==> config.mk <==
export PLATFORM = sky130hd
export DESIGN_NAME = lvr_top
export DESIGN_NICKNAME = d
export VERILOG_FILES = /design/src/logic/lvr_pkg.sv /design/src/logic/lvr_filter.sv /design/src/logic/lvr_top.sv
export SDC_FILE = /design/constraint.sdc
export NUM_CORES = 1
export LEC_CHECK = 0
export BUFFER_PORTS_ARGS = -buffer_cell sky130_fd_sc_hd__buf_2
export CAP_MARGIN = 5
export CORE_UTILIZATION = 56
export DETAILED_ROUTE_END_ITERATION = 10
export PLACE_DENSITY = 0.95
export SLEW_MARGIN = 20
export SYNTH_ARGS = -nofsm -noshare
export SYNTH_HDL_FRONTEND = slang
export SYNTH_SLANG_ARGS = --single-unit
==> constraint.sdc <==
create_clock -name pclk -period 2.7 [get_ports pclk]
set_input_delay 0.405 -clock pclk [delete_from_list [all_inputs] [get_ports pclk]]
set_output_delay 0.405 -clock pclk [all_outputs]
set_load 0.05 [all_outputs]
==> src/logic/lvr_pkg.sv <==
// Purpose: constants for the low voltage reset and interrupt block
// Assumes: 50 MHz pclk, APB register access
// Notes:   register offsets are byte addresses on the APB
package lvr_pkg;
  localparam logic [11:0] OFS_CONTROL   = 12'h000;
  localparam logic [11:0] OFS_STATUS    = 12'h004;
  localparam logic [11:0] OFS_RESETSRC  = 12'h008;
  localparam int CTL_POWER_ON   = 7;
  localparam int CTL_LEVEL_SEL  = 3;
  localparam int CTL_RESET_EN   = 2;
  localparam int CTL_FALL_EN    = 1;
  localparam int CTL_RISE_EN    = 0;
  localparam int STS_FALL       = 1;
  localparam int STS_RISE       = 0;
  localparam logic [7:0] CTL_RESERVED_ONES = 8'h70;
  localparam logic [7:0] STS_RESERVED_ONES = 8'hFC;
  localparam int unsigned PRESCALE_CYCLES = 131072;
  localparam int PRESCALE_W = 18;
  localparam int unsigned CLK_HZ = 50000000;
  localparam int unsigned NOISE_NS = 100;
  // shortest pulse that may reach the reset logic, rounded down
  localparam int unsigned NOISE_CYCLES_RAW = (NOISE_NS * (CLK_HZ / 1000000)) / 1000;
  localparam int unsigned NOISE_CYCLES = (NOISE_CYCLES_RAW < 1) ? 1 : NOISE_CYCLES_RAW;
  localparam int NOISE_W = 4;
  typedef enum logic [1:0] {
    LVR_HOLD   = 2'b00,
    LVR_COUNT  = 2'b01,
    LVR_RUN    = 2'b10
  } lvr_phase_e;
endpackage

==> src/logic/lvr_filter.sv <==
// Purpose: three-stage synchroniser with a glitch filter for one pin
// Assumes: input is asynchronous to pclk
// Notes:   output changes only after a stable level of LEN cycles
`timescale 1ns/10ps
`default_nettype none
module lvr_filter #(
  parameter int          LEN   = 5,
  parameter logic        INIT  = 1'b0
) (
  input  wire logic pclk,
  input  wire logic presetn,
  input  wire logic din,
  output logic      dout
);
  typedef struct packed {
    logic [2:0]                s;
    logic [lvr_pkg::NOISE_W-1:0] cnt;
    logic                      q;
  } lvr_flt_s;
  lvr_flt_s r;
  lvr_flt_s next_r;
  always_comb begin
    next_r = r;
    next_r.s = {r.s[1:0], din};
    if (r.s[2] != r.s[1] || r.s[1] == r.q) begin
      next_r.cnt = '0;
    end else if (r.cnt == lvr_pkg::NOISE_W'(LEN - 1)) begin
      next_r.q   = r.s[1];
      next_r.cnt = '0;
    end else begin
      next_r.cnt = r.cnt + 1'b1;
    end
  end
  always_ff @(posedge pclk or negedge presetn) begin
    if (!presetn) begin
      r <= '{s: {3{INIT}}, cnt: '0, q: INIT};
    end else begin
      r <= next_r;
    end
  end
  assign dout = r.q;
endmodule
`default_nettype wire

==> src/logic/lvr_top.sv <==
// Purpose: low voltage reset, supply fall/rise flags and reset release prescaler
// Assumes: comparators give active-high levels: below the fall and reset thresholds, above the rise threshold
// Notes:   presetn is the power-on reset; watchdog_reset also clears power_on, level_sel and reset_en
`timescale 1ns/10ps
`default_nettype none
// What this block does
// [RQ1] status bits 7..2 read one, ignore writes
// [RQ2] fall flag sets when supply below fall
// [RQ3] flags clear by zero write after one read
// [RQ4] rise flag after fall then rise, no reset
// [RQ5] low reset pin holds prescaler and chip
// [RQ6] release internal reset after 131072 cycles
// [RQ7] reset pin passes a 100 ns filter
// [RQ8] reset function idle until software enables
// [RQ9] software powers detector, waits, then enables reset
// [RQ10] software clears reset enable before power
// [RQ11] below reset level drives reset request low
// [RQ12] recovery recounts; control bits survive this reset; code clears fall_en and rise_en
// [RQ13] interrupt function idle until software enables
// [RQ14] software powers detector, waits, enables interrupts
// [RQ15] software clears interrupt enables before power
// [RQ16] fall drives interrupt low, sets flag, irq
// [RQ17] rise drives interrupt high, flag and irq
// [RQ18] software saves data and enters standby
// [RQ19] below lower reset level performs reset
// [RQ20] software clears flags then sets enables
// [RQ21] software clears enables, later detector power
// [RQ22] software sets port outputs after enables
// [RQ23] power-on or watchdog init control, not lvr; watchdog leaves fall_en, rise_en, lvr clears them
// [RQ24] level select chooses low or high threshold
// [RQ25] comparator outputs synchronised before use
// [RQ26] prescaler binary, restarts on any reset; watchdog_reset does not restart it
module lvr_top (
  input  wire logic        pclk,
  input  wire logic        presetn,
  input  wire logic        psel,
  input  wire logic        penable,
  input  wire logic        pwrite,
  input  wire logic [11:0] paddr,
  input  wire logic [31:0] pwdata,
  output logic      [31:0] prdata,
  output logic             pready,
  output logic             pslverr,
  input  wire logic        external_reset_pin_n,
  input  wire logic        watchdog_reset,
  input  wire logic        cmp_below_fall,
  input  wire logic        cmp_above_rise,
  input  wire logic        cmp_below_low_reset,
  input  wire logic        cmp_below_high_reset,
  output logic             detector_power_on,
  output logic             undervoltage_reset_request_n,
  output logic             undervoltage_interrupt_n,
  output logic             external_interrupt_zero,
  output logic             prescaler_overflow,
  output logic             internal_reset_n
);
  typedef struct packed {
    logic [1:0]                      sfall;
    logic [1:0]                      srise;
    logic [1:0]                      slow;
    logic [1:0]                      shigh;
    logic                            power_on;
    logic                            level_sel;
    logic                            reset_en;
    logic                            fall_en;
    logic                            rise_en;
    logic                            fall_flag;
    logic                            rise_flag;
    logic                            fall_seen;
    logic                            rise_seen;
    logic                            armed;
    logic                            prev_fall;
    logic                            prev_rise;
    logic                            lv_reset;
    logic                            lv_cause;
    lvr_pkg::lvr_phase_e             phase;
    logic [lvr_pkg::PRESCALE_W-1:0]  cnt;
    logic                            ovf;
    logic                            int_n;
    logic                            irq;
    logic [31:0]                     rdata;
    logic                            ready;
    logic                            err;
  } lvr_state_s;
  lvr_state_s r;
  lvr_state_s next_r;
  logic pin_n;
  logic wr_access;
  logic rd_access;
  logic below_reset;
  logic fall_ev;
  logic rise_ev;
  logic [7:0] ctl_view;
  logic [7:0] sts_view;
  // [RQ5] [RQ7] filtered reset pin
  lvr_filter #(
    .LEN  (lvr_pkg::NOISE_CYCLES),
    .INIT (1'b0)
  ) u_pin_filter (
    .pclk    (pclk),
    .presetn (presetn),
    .din     (external_reset_pin_n),
    .dout    (pin_n)
  );
  // write lands at the edge where the master sees pready high
  assign wr_access = psel && penable && pwrite && r.ready;
  assign rd_access = psel && penable && !pwrite && !r.ready;
  // [RQ24] threshold choice
  assign below_reset = r.level_sel ? r.shigh[1] : r.slow[1];
  assign fall_ev = r.sfall[1] && !r.prev_fall && r.power_on;
  assign rise_ev = r.srise[1] && !r.prev_rise && r.power_on;
  assign ctl_view = lvr_pkg::CTL_RESERVED_ONES
                  | ({7'h00, r.power_on} << lvr_pkg::CTL_POWER_ON)
                  | ({7'h00, r.level_sel} << lvr_pkg::CTL_LEVEL_SEL)
                  | ({7'h00, r.reset_en} << lvr_pkg::CTL_RESET_EN)
                  | ({7'h00, r.fall_en} << lvr_pkg::CTL_FALL_EN)
                  | ({7'h00, r.rise_en} << lvr_pkg::CTL_RISE_EN);
  // [RQ1] reserved status bits read one
  assign sts_view = lvr_pkg::STS_RESERVED_ONES
                  | ({7'h00, r.fall_flag} << lvr_pkg::STS_FALL)
                  | ({7'h00, r.rise_flag} << lvr_pkg::STS_RISE);
  always_comb begin
    next_r = r;
    // [RQ25] two-stage comparator synchronisers
    next_r.sfall = {r.sfall[0], cmp_below_fall};
    next_r.srise = {r.srise[0], cmp_above_rise};
    next_r.slow  = {r.slow[0], cmp_below_low_reset};
    next_r.shigh = {r.shigh[0], cmp_below_high_reset};
    next_r.prev_fall = r.sfall[1];
    next_r.prev_rise = r.srise[1];
    next_r.irq   = 1'b0;
    next_r.ready = 1'b0;
    next_r.err   = 1'b0;
    if (psel && penable && !r.ready) begin
      next_r.ready = 1'b1;
      if (paddr != lvr_pkg::OFS_CONTROL && paddr != lvr_pkg::OFS_STATUS
          && paddr != lvr_pkg::OFS_RESETSRC) begin
        next_r.err = 1'b1;
      end
    end
    // apb writes; control bits [RQ8] [RQ13] start cleared
    if (wr_access) begin
      if (paddr == lvr_pkg::OFS_CONTROL) begin
        next_r.power_on  = pwdata[lvr_pkg::CTL_POWER_ON];
        next_r.level_sel = pwdata[lvr_pkg::CTL_LEVEL_SEL];
        next_r.reset_en  = pwdata[lvr_pkg::CTL_RESET_EN];
        next_r.fall_en   = pwdata[lvr_pkg::CTL_FALL_EN];
        next_r.rise_en   = pwdata[lvr_pkg::CTL_RISE_EN];
      end else if (paddr == lvr_pkg::OFS_STATUS) begin
        // [RQ3] zero write clears only after a one read
        if (!pwdata[lvr_pkg::STS_FALL] && r.fall_seen) begin
          next_r.fall_flag = 1'b0;
          next_r.fall_seen = 1'b0;
        end
        if (!pwdata[lvr_pkg::STS_RISE] && r.rise_seen) begin
          next_r.rise_flag = 1'b0;
          next_r.rise_seen = 1'b0;
        end
      end
    end
    if (rd_access) begin
      if (paddr == lvr_pkg::OFS_CONTROL) begin
        next_r.rdata = {24'h000000, ctl_view};
      end else if (paddr == lvr_pkg::OFS_STATUS) begin
        next_r.rdata = {24'h000000, sts_view};
        // [RQ3] remember which flags were read as one
        if (r.fall_flag) begin
          next_r.fall_seen = 1'b1;
        end
        if (r.rise_flag) begin
          next_r.rise_seen = 1'b1;
        end
      end else if (paddr == lvr_pkg::OFS_RESETSRC) begin
        next_r.rdata = {30'h00000000, r.lv_cause, r.ovf};
      end else begin
        next_r.rdata = 32'h00000000;
        next_r.err   = 1'b1;
      end
    end
    // [RQ2] [RQ16] supply fall event
    if (fall_ev) begin
      next_r.fall_flag = 1'b1;
      next_r.fall_seen = 1'b0;
      next_r.int_n     = 1'b0;
      next_r.armed     = r.rise_en;
      if (r.fall_en) begin
        next_r.irq = 1'b1;
      end
    end
    // [RQ4] [RQ17] supply rise without dropping to reset level
    if (rise_ev && r.armed && !r.slow[1]) begin
      next_r.int_n = 1'b1;
      next_r.armed = 1'b0;
      if (r.rise_en) begin
        next_r.rise_flag = 1'b1;
        next_r.rise_seen = 1'b0;
        next_r.irq       = 1'b1;
      end
    end
    // [RQ11] [RQ19] low voltage reset entry
    if (r.power_on && r.reset_en && (below_reset || r.slow[1])) begin
      next_r.lv_reset = 1'b1;
      next_r.lv_cause = 1'b1;
    end else begin
      next_r.lv_reset = 1'b0;
    end
    // [RQ5] [RQ6] [RQ12] [RQ26] prescaler phases
    case (r.phase)
      lvr_pkg::LVR_HOLD: begin
        next_r.cnt = '0;
        next_r.ovf = 1'b0;
        if (pin_n && !r.lv_reset) begin
          next_r.phase = lvr_pkg::LVR_COUNT;
        end
      end
      lvr_pkg::LVR_COUNT: begin
        if (r.cnt == lvr_pkg::PRESCALE_W'(lvr_pkg::PRESCALE_CYCLES - 1)) begin
          next_r.ovf   = 1'b1;
          next_r.phase = lvr_pkg::LVR_RUN;
        end else begin
          next_r.cnt = r.cnt + 1'b1;
        end
      end
      lvr_pkg::LVR_RUN: begin
        next_r.ovf = 1'b1;
      end
      default: begin
        next_r.phase = lvr_pkg::LVR_HOLD;
      end
    endcase
    if (!pin_n || r.lv_reset) begin
      next_r.phase = lvr_pkg::LVR_HOLD;
      next_r.cnt   = '0;
      next_r.ovf   = 1'b0;
    end
    // [RQ23] pin or watchdog reset clears power_on, level_sel, reset_en; lvr keeps them
    if (!pin_n || watchdog_reset) begin
      next_r.power_on  = 1'b0;
      next_r.level_sel = 1'b0;
      next_r.reset_en  = 1'b0;
      next_r.lv_cause  = 1'b0;
    end
    // flags and interrupt enables cleared by any reset except watchdog_reset
    if (r.phase != lvr_pkg::LVR_RUN) begin
      next_r.fall_en   = 1'b0;
      next_r.rise_en   = 1'b0;
      next_r.fall_flag = 1'b0;
      next_r.rise_flag = 1'b0;
      next_r.fall_seen = 1'b0;
      next_r.rise_seen = 1'b0;
      next_r.armed     = 1'b0;
      next_r.int_n     = 1'b1;
      next_r.irq       = 1'b0;
    end
  end
  always_ff @(posedge pclk or negedge presetn) begin
    if (!presetn) begin
      r <= '0;
      r.int_n <= 1'b1;
      r.phase <= lvr_pkg::LVR_HOLD;
    end else begin
      r <= next_r;
    end
  end
  assign prdata  = r.rdata;
  assign pready  = r.ready;
  assign pslverr = r.err;
  assign detector_power_on            = r.power_on;
  assign undervoltage_reset_request_n = !r.lv_reset;
  assign undervoltage_interrupt_n     = r.int_n;
  assign external_interrupt_zero      = r.irq;
  assign prescaler_overflow           = r.ovf;
  assign internal_reset_n             = r.ovf;

  // [RQ6] overflow only after full count
  a_ovf_after_count: assert property (@(posedge pclk) disable iff (!presetn)
    $rose(r.ovf) |-> $past(r.cnt) == lvr_pkg::PRESCALE_W'(lvr_pkg::PRESCALE_CYCLES - 1))
    else $error("overflow without full count");
  // [RQ5] pin low holds reset
  a_pin_holds_reset: assert property (@(posedge pclk) disable iff (!presetn)
    !pin_n |=> !internal_reset_n)
    else $error("pin low did not hold reset");
  // [RQ11] enabled reset below level
  a_lvr_request: assert property (@(posedge pclk) disable iff (!presetn)
    (r.power_on && r.reset_en && (below_reset || r.slow[1]) && pin_n && !watchdog_reset)
    |=> ##1 !internal_reset_n)
    else $error("low voltage reset missing");
  // [RQ1] reserved status bits
  a_sts_reserved: assert property (@(posedge pclk) disable iff (!presetn)
    (psel && penable && !pwrite && !r.ready && paddr == lvr_pkg::OFS_STATUS)
    |=> prdata[7:2] == 6'h3F)
    else $error("reserved status bits not one");
  // [RQ3] no clear without a prior one read
  a_flag_no_blind: assert property (@(posedge pclk) disable iff (!presetn)
    (r.fall_flag && !r.fall_seen && !fall_ev && r.phase == lvr_pkg::LVR_RUN)
    |=> r.fall_flag)
    else $error("fall flag cleared without read");
  // [RQ16] fall event raises irq when enabled
  a_fall_irq: assert property (@(posedge pclk) disable iff (!presetn)
    (fall_ev && r.fall_en && r.phase == lvr_pkg::LVR_RUN) |=> external_interrupt_zero && r.fall_flag)
    else $error("fall irq missing");
  // [RQ8] control cleared after pin reset
  a_ctl_standby: assert property (@(posedge pclk) disable iff (!presetn)
    !pin_n |=> !r.reset_en && !r.power_on)
    else $error("control not in standby");
  // [RQ25] flags act only on synchronised input
  a_sync_delay: assert property (@(posedge pclk) disable iff (!presetn)
    $rose(r.fall_flag) |-> $past(r.sfall[1]))
    else $error("fall flag without synchronised compare");
endmodule
`default_nettype wire

==> impl_results.md <==
* Post-Route WL at 6.43 mm
* Reg2Reg Depth at 6
* Vias per inst at approximately 5.7
* Routability cong. at approximately 0.88
* Gr busiest metal: met2
* Final Util at 63.8%
* Synth top area share at 47.4%
* Flops & latches, synth at 61
* WP data arrival at ~2.3 ns
* Startpoint types: flop
* Mux cell area share after synthesis at 2.84%
* Post-route ant nets at 0
* Fill cell count at about 430
* Final hold viol count at 0
* Grt total ovfl at 0
* Worst vdd ir at 0.696 mV
* Post-synthesis simple-gate area fraction at 21.5%
* # DRC at 0
* RR Endpoint: internal_reset_n
* Setup CP Type: reg2reg
* Number of global-route vias before repair at 2427
* Detailed-route via count at 2494
* CTS H-Tree Depth at 3
* Largest net degree at the start of global routing at 42
* DP Worst Slack at 0.637 ns
* DIE WIDTH at about 77 um
* Critical path fanouts, max at 7
* Die area at about 0.0060 mm^2
* Seq/Total Area, Yosys at 48.2%
* Leakage at 0.00164 uW
* CTS root buf: clkbuf_8
* IO Port Bufs at 43
* Cts hold-fix bufs at 0
* Slew @ Worst Pin at 0.889 ns
* Area growth syn-to-layout at 10.2%
* Syn Area/Cell at 9.81 um^2
* Crit. End Element: flop
* Num CTS Buffers at 9
* Core Footprint at 0.00547 mm^2
* WL/cell at 14.6 um
* Tot GR Track Use at 24.1%
* Post-synthesis compound-gate area fraction at 13.1%
* M2 GR Usage at about two fifths
* Top_reg_cell synth: dfrtp_1
* Layout cells sized above 1 at 21.0%
* Setup ws final at 0.600 ns
* Post-Synthesis Cells at 323
* First-pass GRT wire length at 11.0 mm
* Adder-Cell Fraction of Synth Area at 3.16%
* HPWL after DPL at 4.69 mm
* Fin crit share at 77.8%
* Final-report setup violation count at 0
* CTS Buffer Depth at 2
* Max Cap Viol at 0
* Die span in y at 77.2 um
* Dpl cells at 423
* Rows at 27
* RSZ-0062 raised after global routing: false
* CTS resizes at 0
* M1 GR Usage at 29.0%
* Area occupied by multi-input gates at 0.00139 mm^2
* TritonCTS clock tree: done
* Layout Nets at around 430
* IO Pins at 95
* Clk slew on worst S/H paths at approximately 0.07 ns
* Synth cell count leaders: 60 x dfrtp_1, 33 x buf_4, 33 x nand2_1, 29 x nor2_1, 27 x o21ai_0
* Min-delay src: cmp_below_fall
* Reg-to-reg slack, setup at 0.60 ns
* Post-synth ARST share at 100%
* Final max-slew violation count at 0
* Initial antenna violation count at 0
* Ranking of synthesized cells by area: dfrtp_1 47%, buf_4 7.8%, o21ai_0 4.3%, nand2_1 3.9%, nor2_1 3.4%
* Initial DRC count at 150
* Clk Latency, worst-skew pair at 0.34 ns
* CP endpoint: internal_reset_n
* Cell taking the most area after synthesis: dfrtp_1
* Seq. cell area at 0.00153 mm^2
* Synth warn at 0
* Setup crit start: r[56]
* Outcome: completed
* Post-CTS Repair Setup Buffers at 0
* Power Dens Cells at between 700 and 800 mW/mm^2
* Min-Delay Path Class: in2reg
* Fin crit period at 2.10 ns
* Clock Skew at 0.0104 ns
* Most common cell in the netlist: dfrtp_1
* Initial Util at 57.9%
* Worst hold margin at between 0.15 and 0.2 ns
* Post-synth EDFFs at 0
* Grt met3 use at 6.43%
* Xor and xnor area share after synthesis at 0.553%
* Largest family of logic cells by synthesized area: simple AND/OR/NAND/NOR gates
* Drt pass-1 iters at 4
* Max frequency at 476 MHz
* WP data required at 2.93 ns
* Relative slew slack at 40.7%
* Synth cell types at 54
* Reg2reg start: r[56]
* Final cell count without fillers at 439
* Inserted Diodes at 0
* Final TNS setup at 0 ns
* Clk sinks at 61
* Synth Cell Area at 0.00317 mm^2
[report_power, final]
group / switching [uW] / total [uW] / internal [uW]
clock: 359 / 834 / 476
sequential: 48.1 / 1010 / 966
combinational: 507 / 724 / 217
[worst max-delay path, cell delays in order, from the launching register on]
cell     delay [ns]
dfrtp_1        0.38
inv_1          0.11
ha_1           0.29
or4b_1         0.66
o22ai_1        0.24
mux2i_1        0.24
nand2_1        0.08
[sequential cells by signal (all words and copies together), names as in the netlist]
| name | count |
|---|---|
| prdata | 6 |
| undervoltage_interrupt_n | 1 |
| u_pin_filter.r | 5 |
| pready | 1 |
| u_pin_filter.next_r | 2 |
| external_interrupt_zero | 1 |
| next_r | 6 |
| pslverr | 1 |
| u_pin_filter.dout | 1 |
| internal_reset_n | 1 |
| r | 35 |
| detector_power_on | 1 |
[per-stage QoR]
| stage | power, uW | cell area [um^2] |
|---|---|---|
| 3_3_place_gp | 1700 | 3280 |
| 6_report | 2570 | 3490 |
| 2_1_floorplan | 1640 | 3260 |
| 4_1_cts | 2590 | 3490 |
| 5_1_grt | 2710 | 3490 |
| 3_5_place_dp | 1750 | 3280 |
[kinds of logic after synthesis]
group,after synthesis
xor+xnor,2
compound gates,65
other cells,1
flops,61
fa+ha+maj,8
mux,9
buf+inv,50
simple gates,127
[final cells by class]
class                      instances  share of cell area (%)
sequential                        61                    43.7
inverter                           9                   0.967
multi-input combinational        235                    39.9
clock buffer                      11                    4.33
timing repair buffer              46                    6.81
tap                               72                    2.58
clock inverter                     5                    1.68
[layer usage]
layer / share of wire [%] / routed length (um)
met3: 6.2 / 400
met2: 51 / 3250
met4: 2.9 / 186
met1: 40 / 2590
met5: 0 / 0
[worst min-delay path by stage]
stage                                        end  slack (ns)  depth (start not counted)
after global routing                  next_r[74]        0.14                          1
final                                 next_r[78]        0.17                          1
after global placement                     r[74]        0.33                          0
after CTS                 u_pin_filter.next_r[6]        0.15                          1
after floorplan                detector_power_on        0.11                          0
after detailed placement                   r[72]        0.33                          0
[layout by cell type, fill, tap and decap left out, drive strengths merged, types with 6 or more instances in the layout]
master	count
clkbuf	11
dfrtp	60
ha	8
nand2	33
a21oi	11
nor2	29
nor3	10
nor2b	6
nor4	7
inv	9
nand3	17
buf	46
o21ai	27
nand4	9
conb	24
mux2i	9
Power figures use the tool's default switching activity.
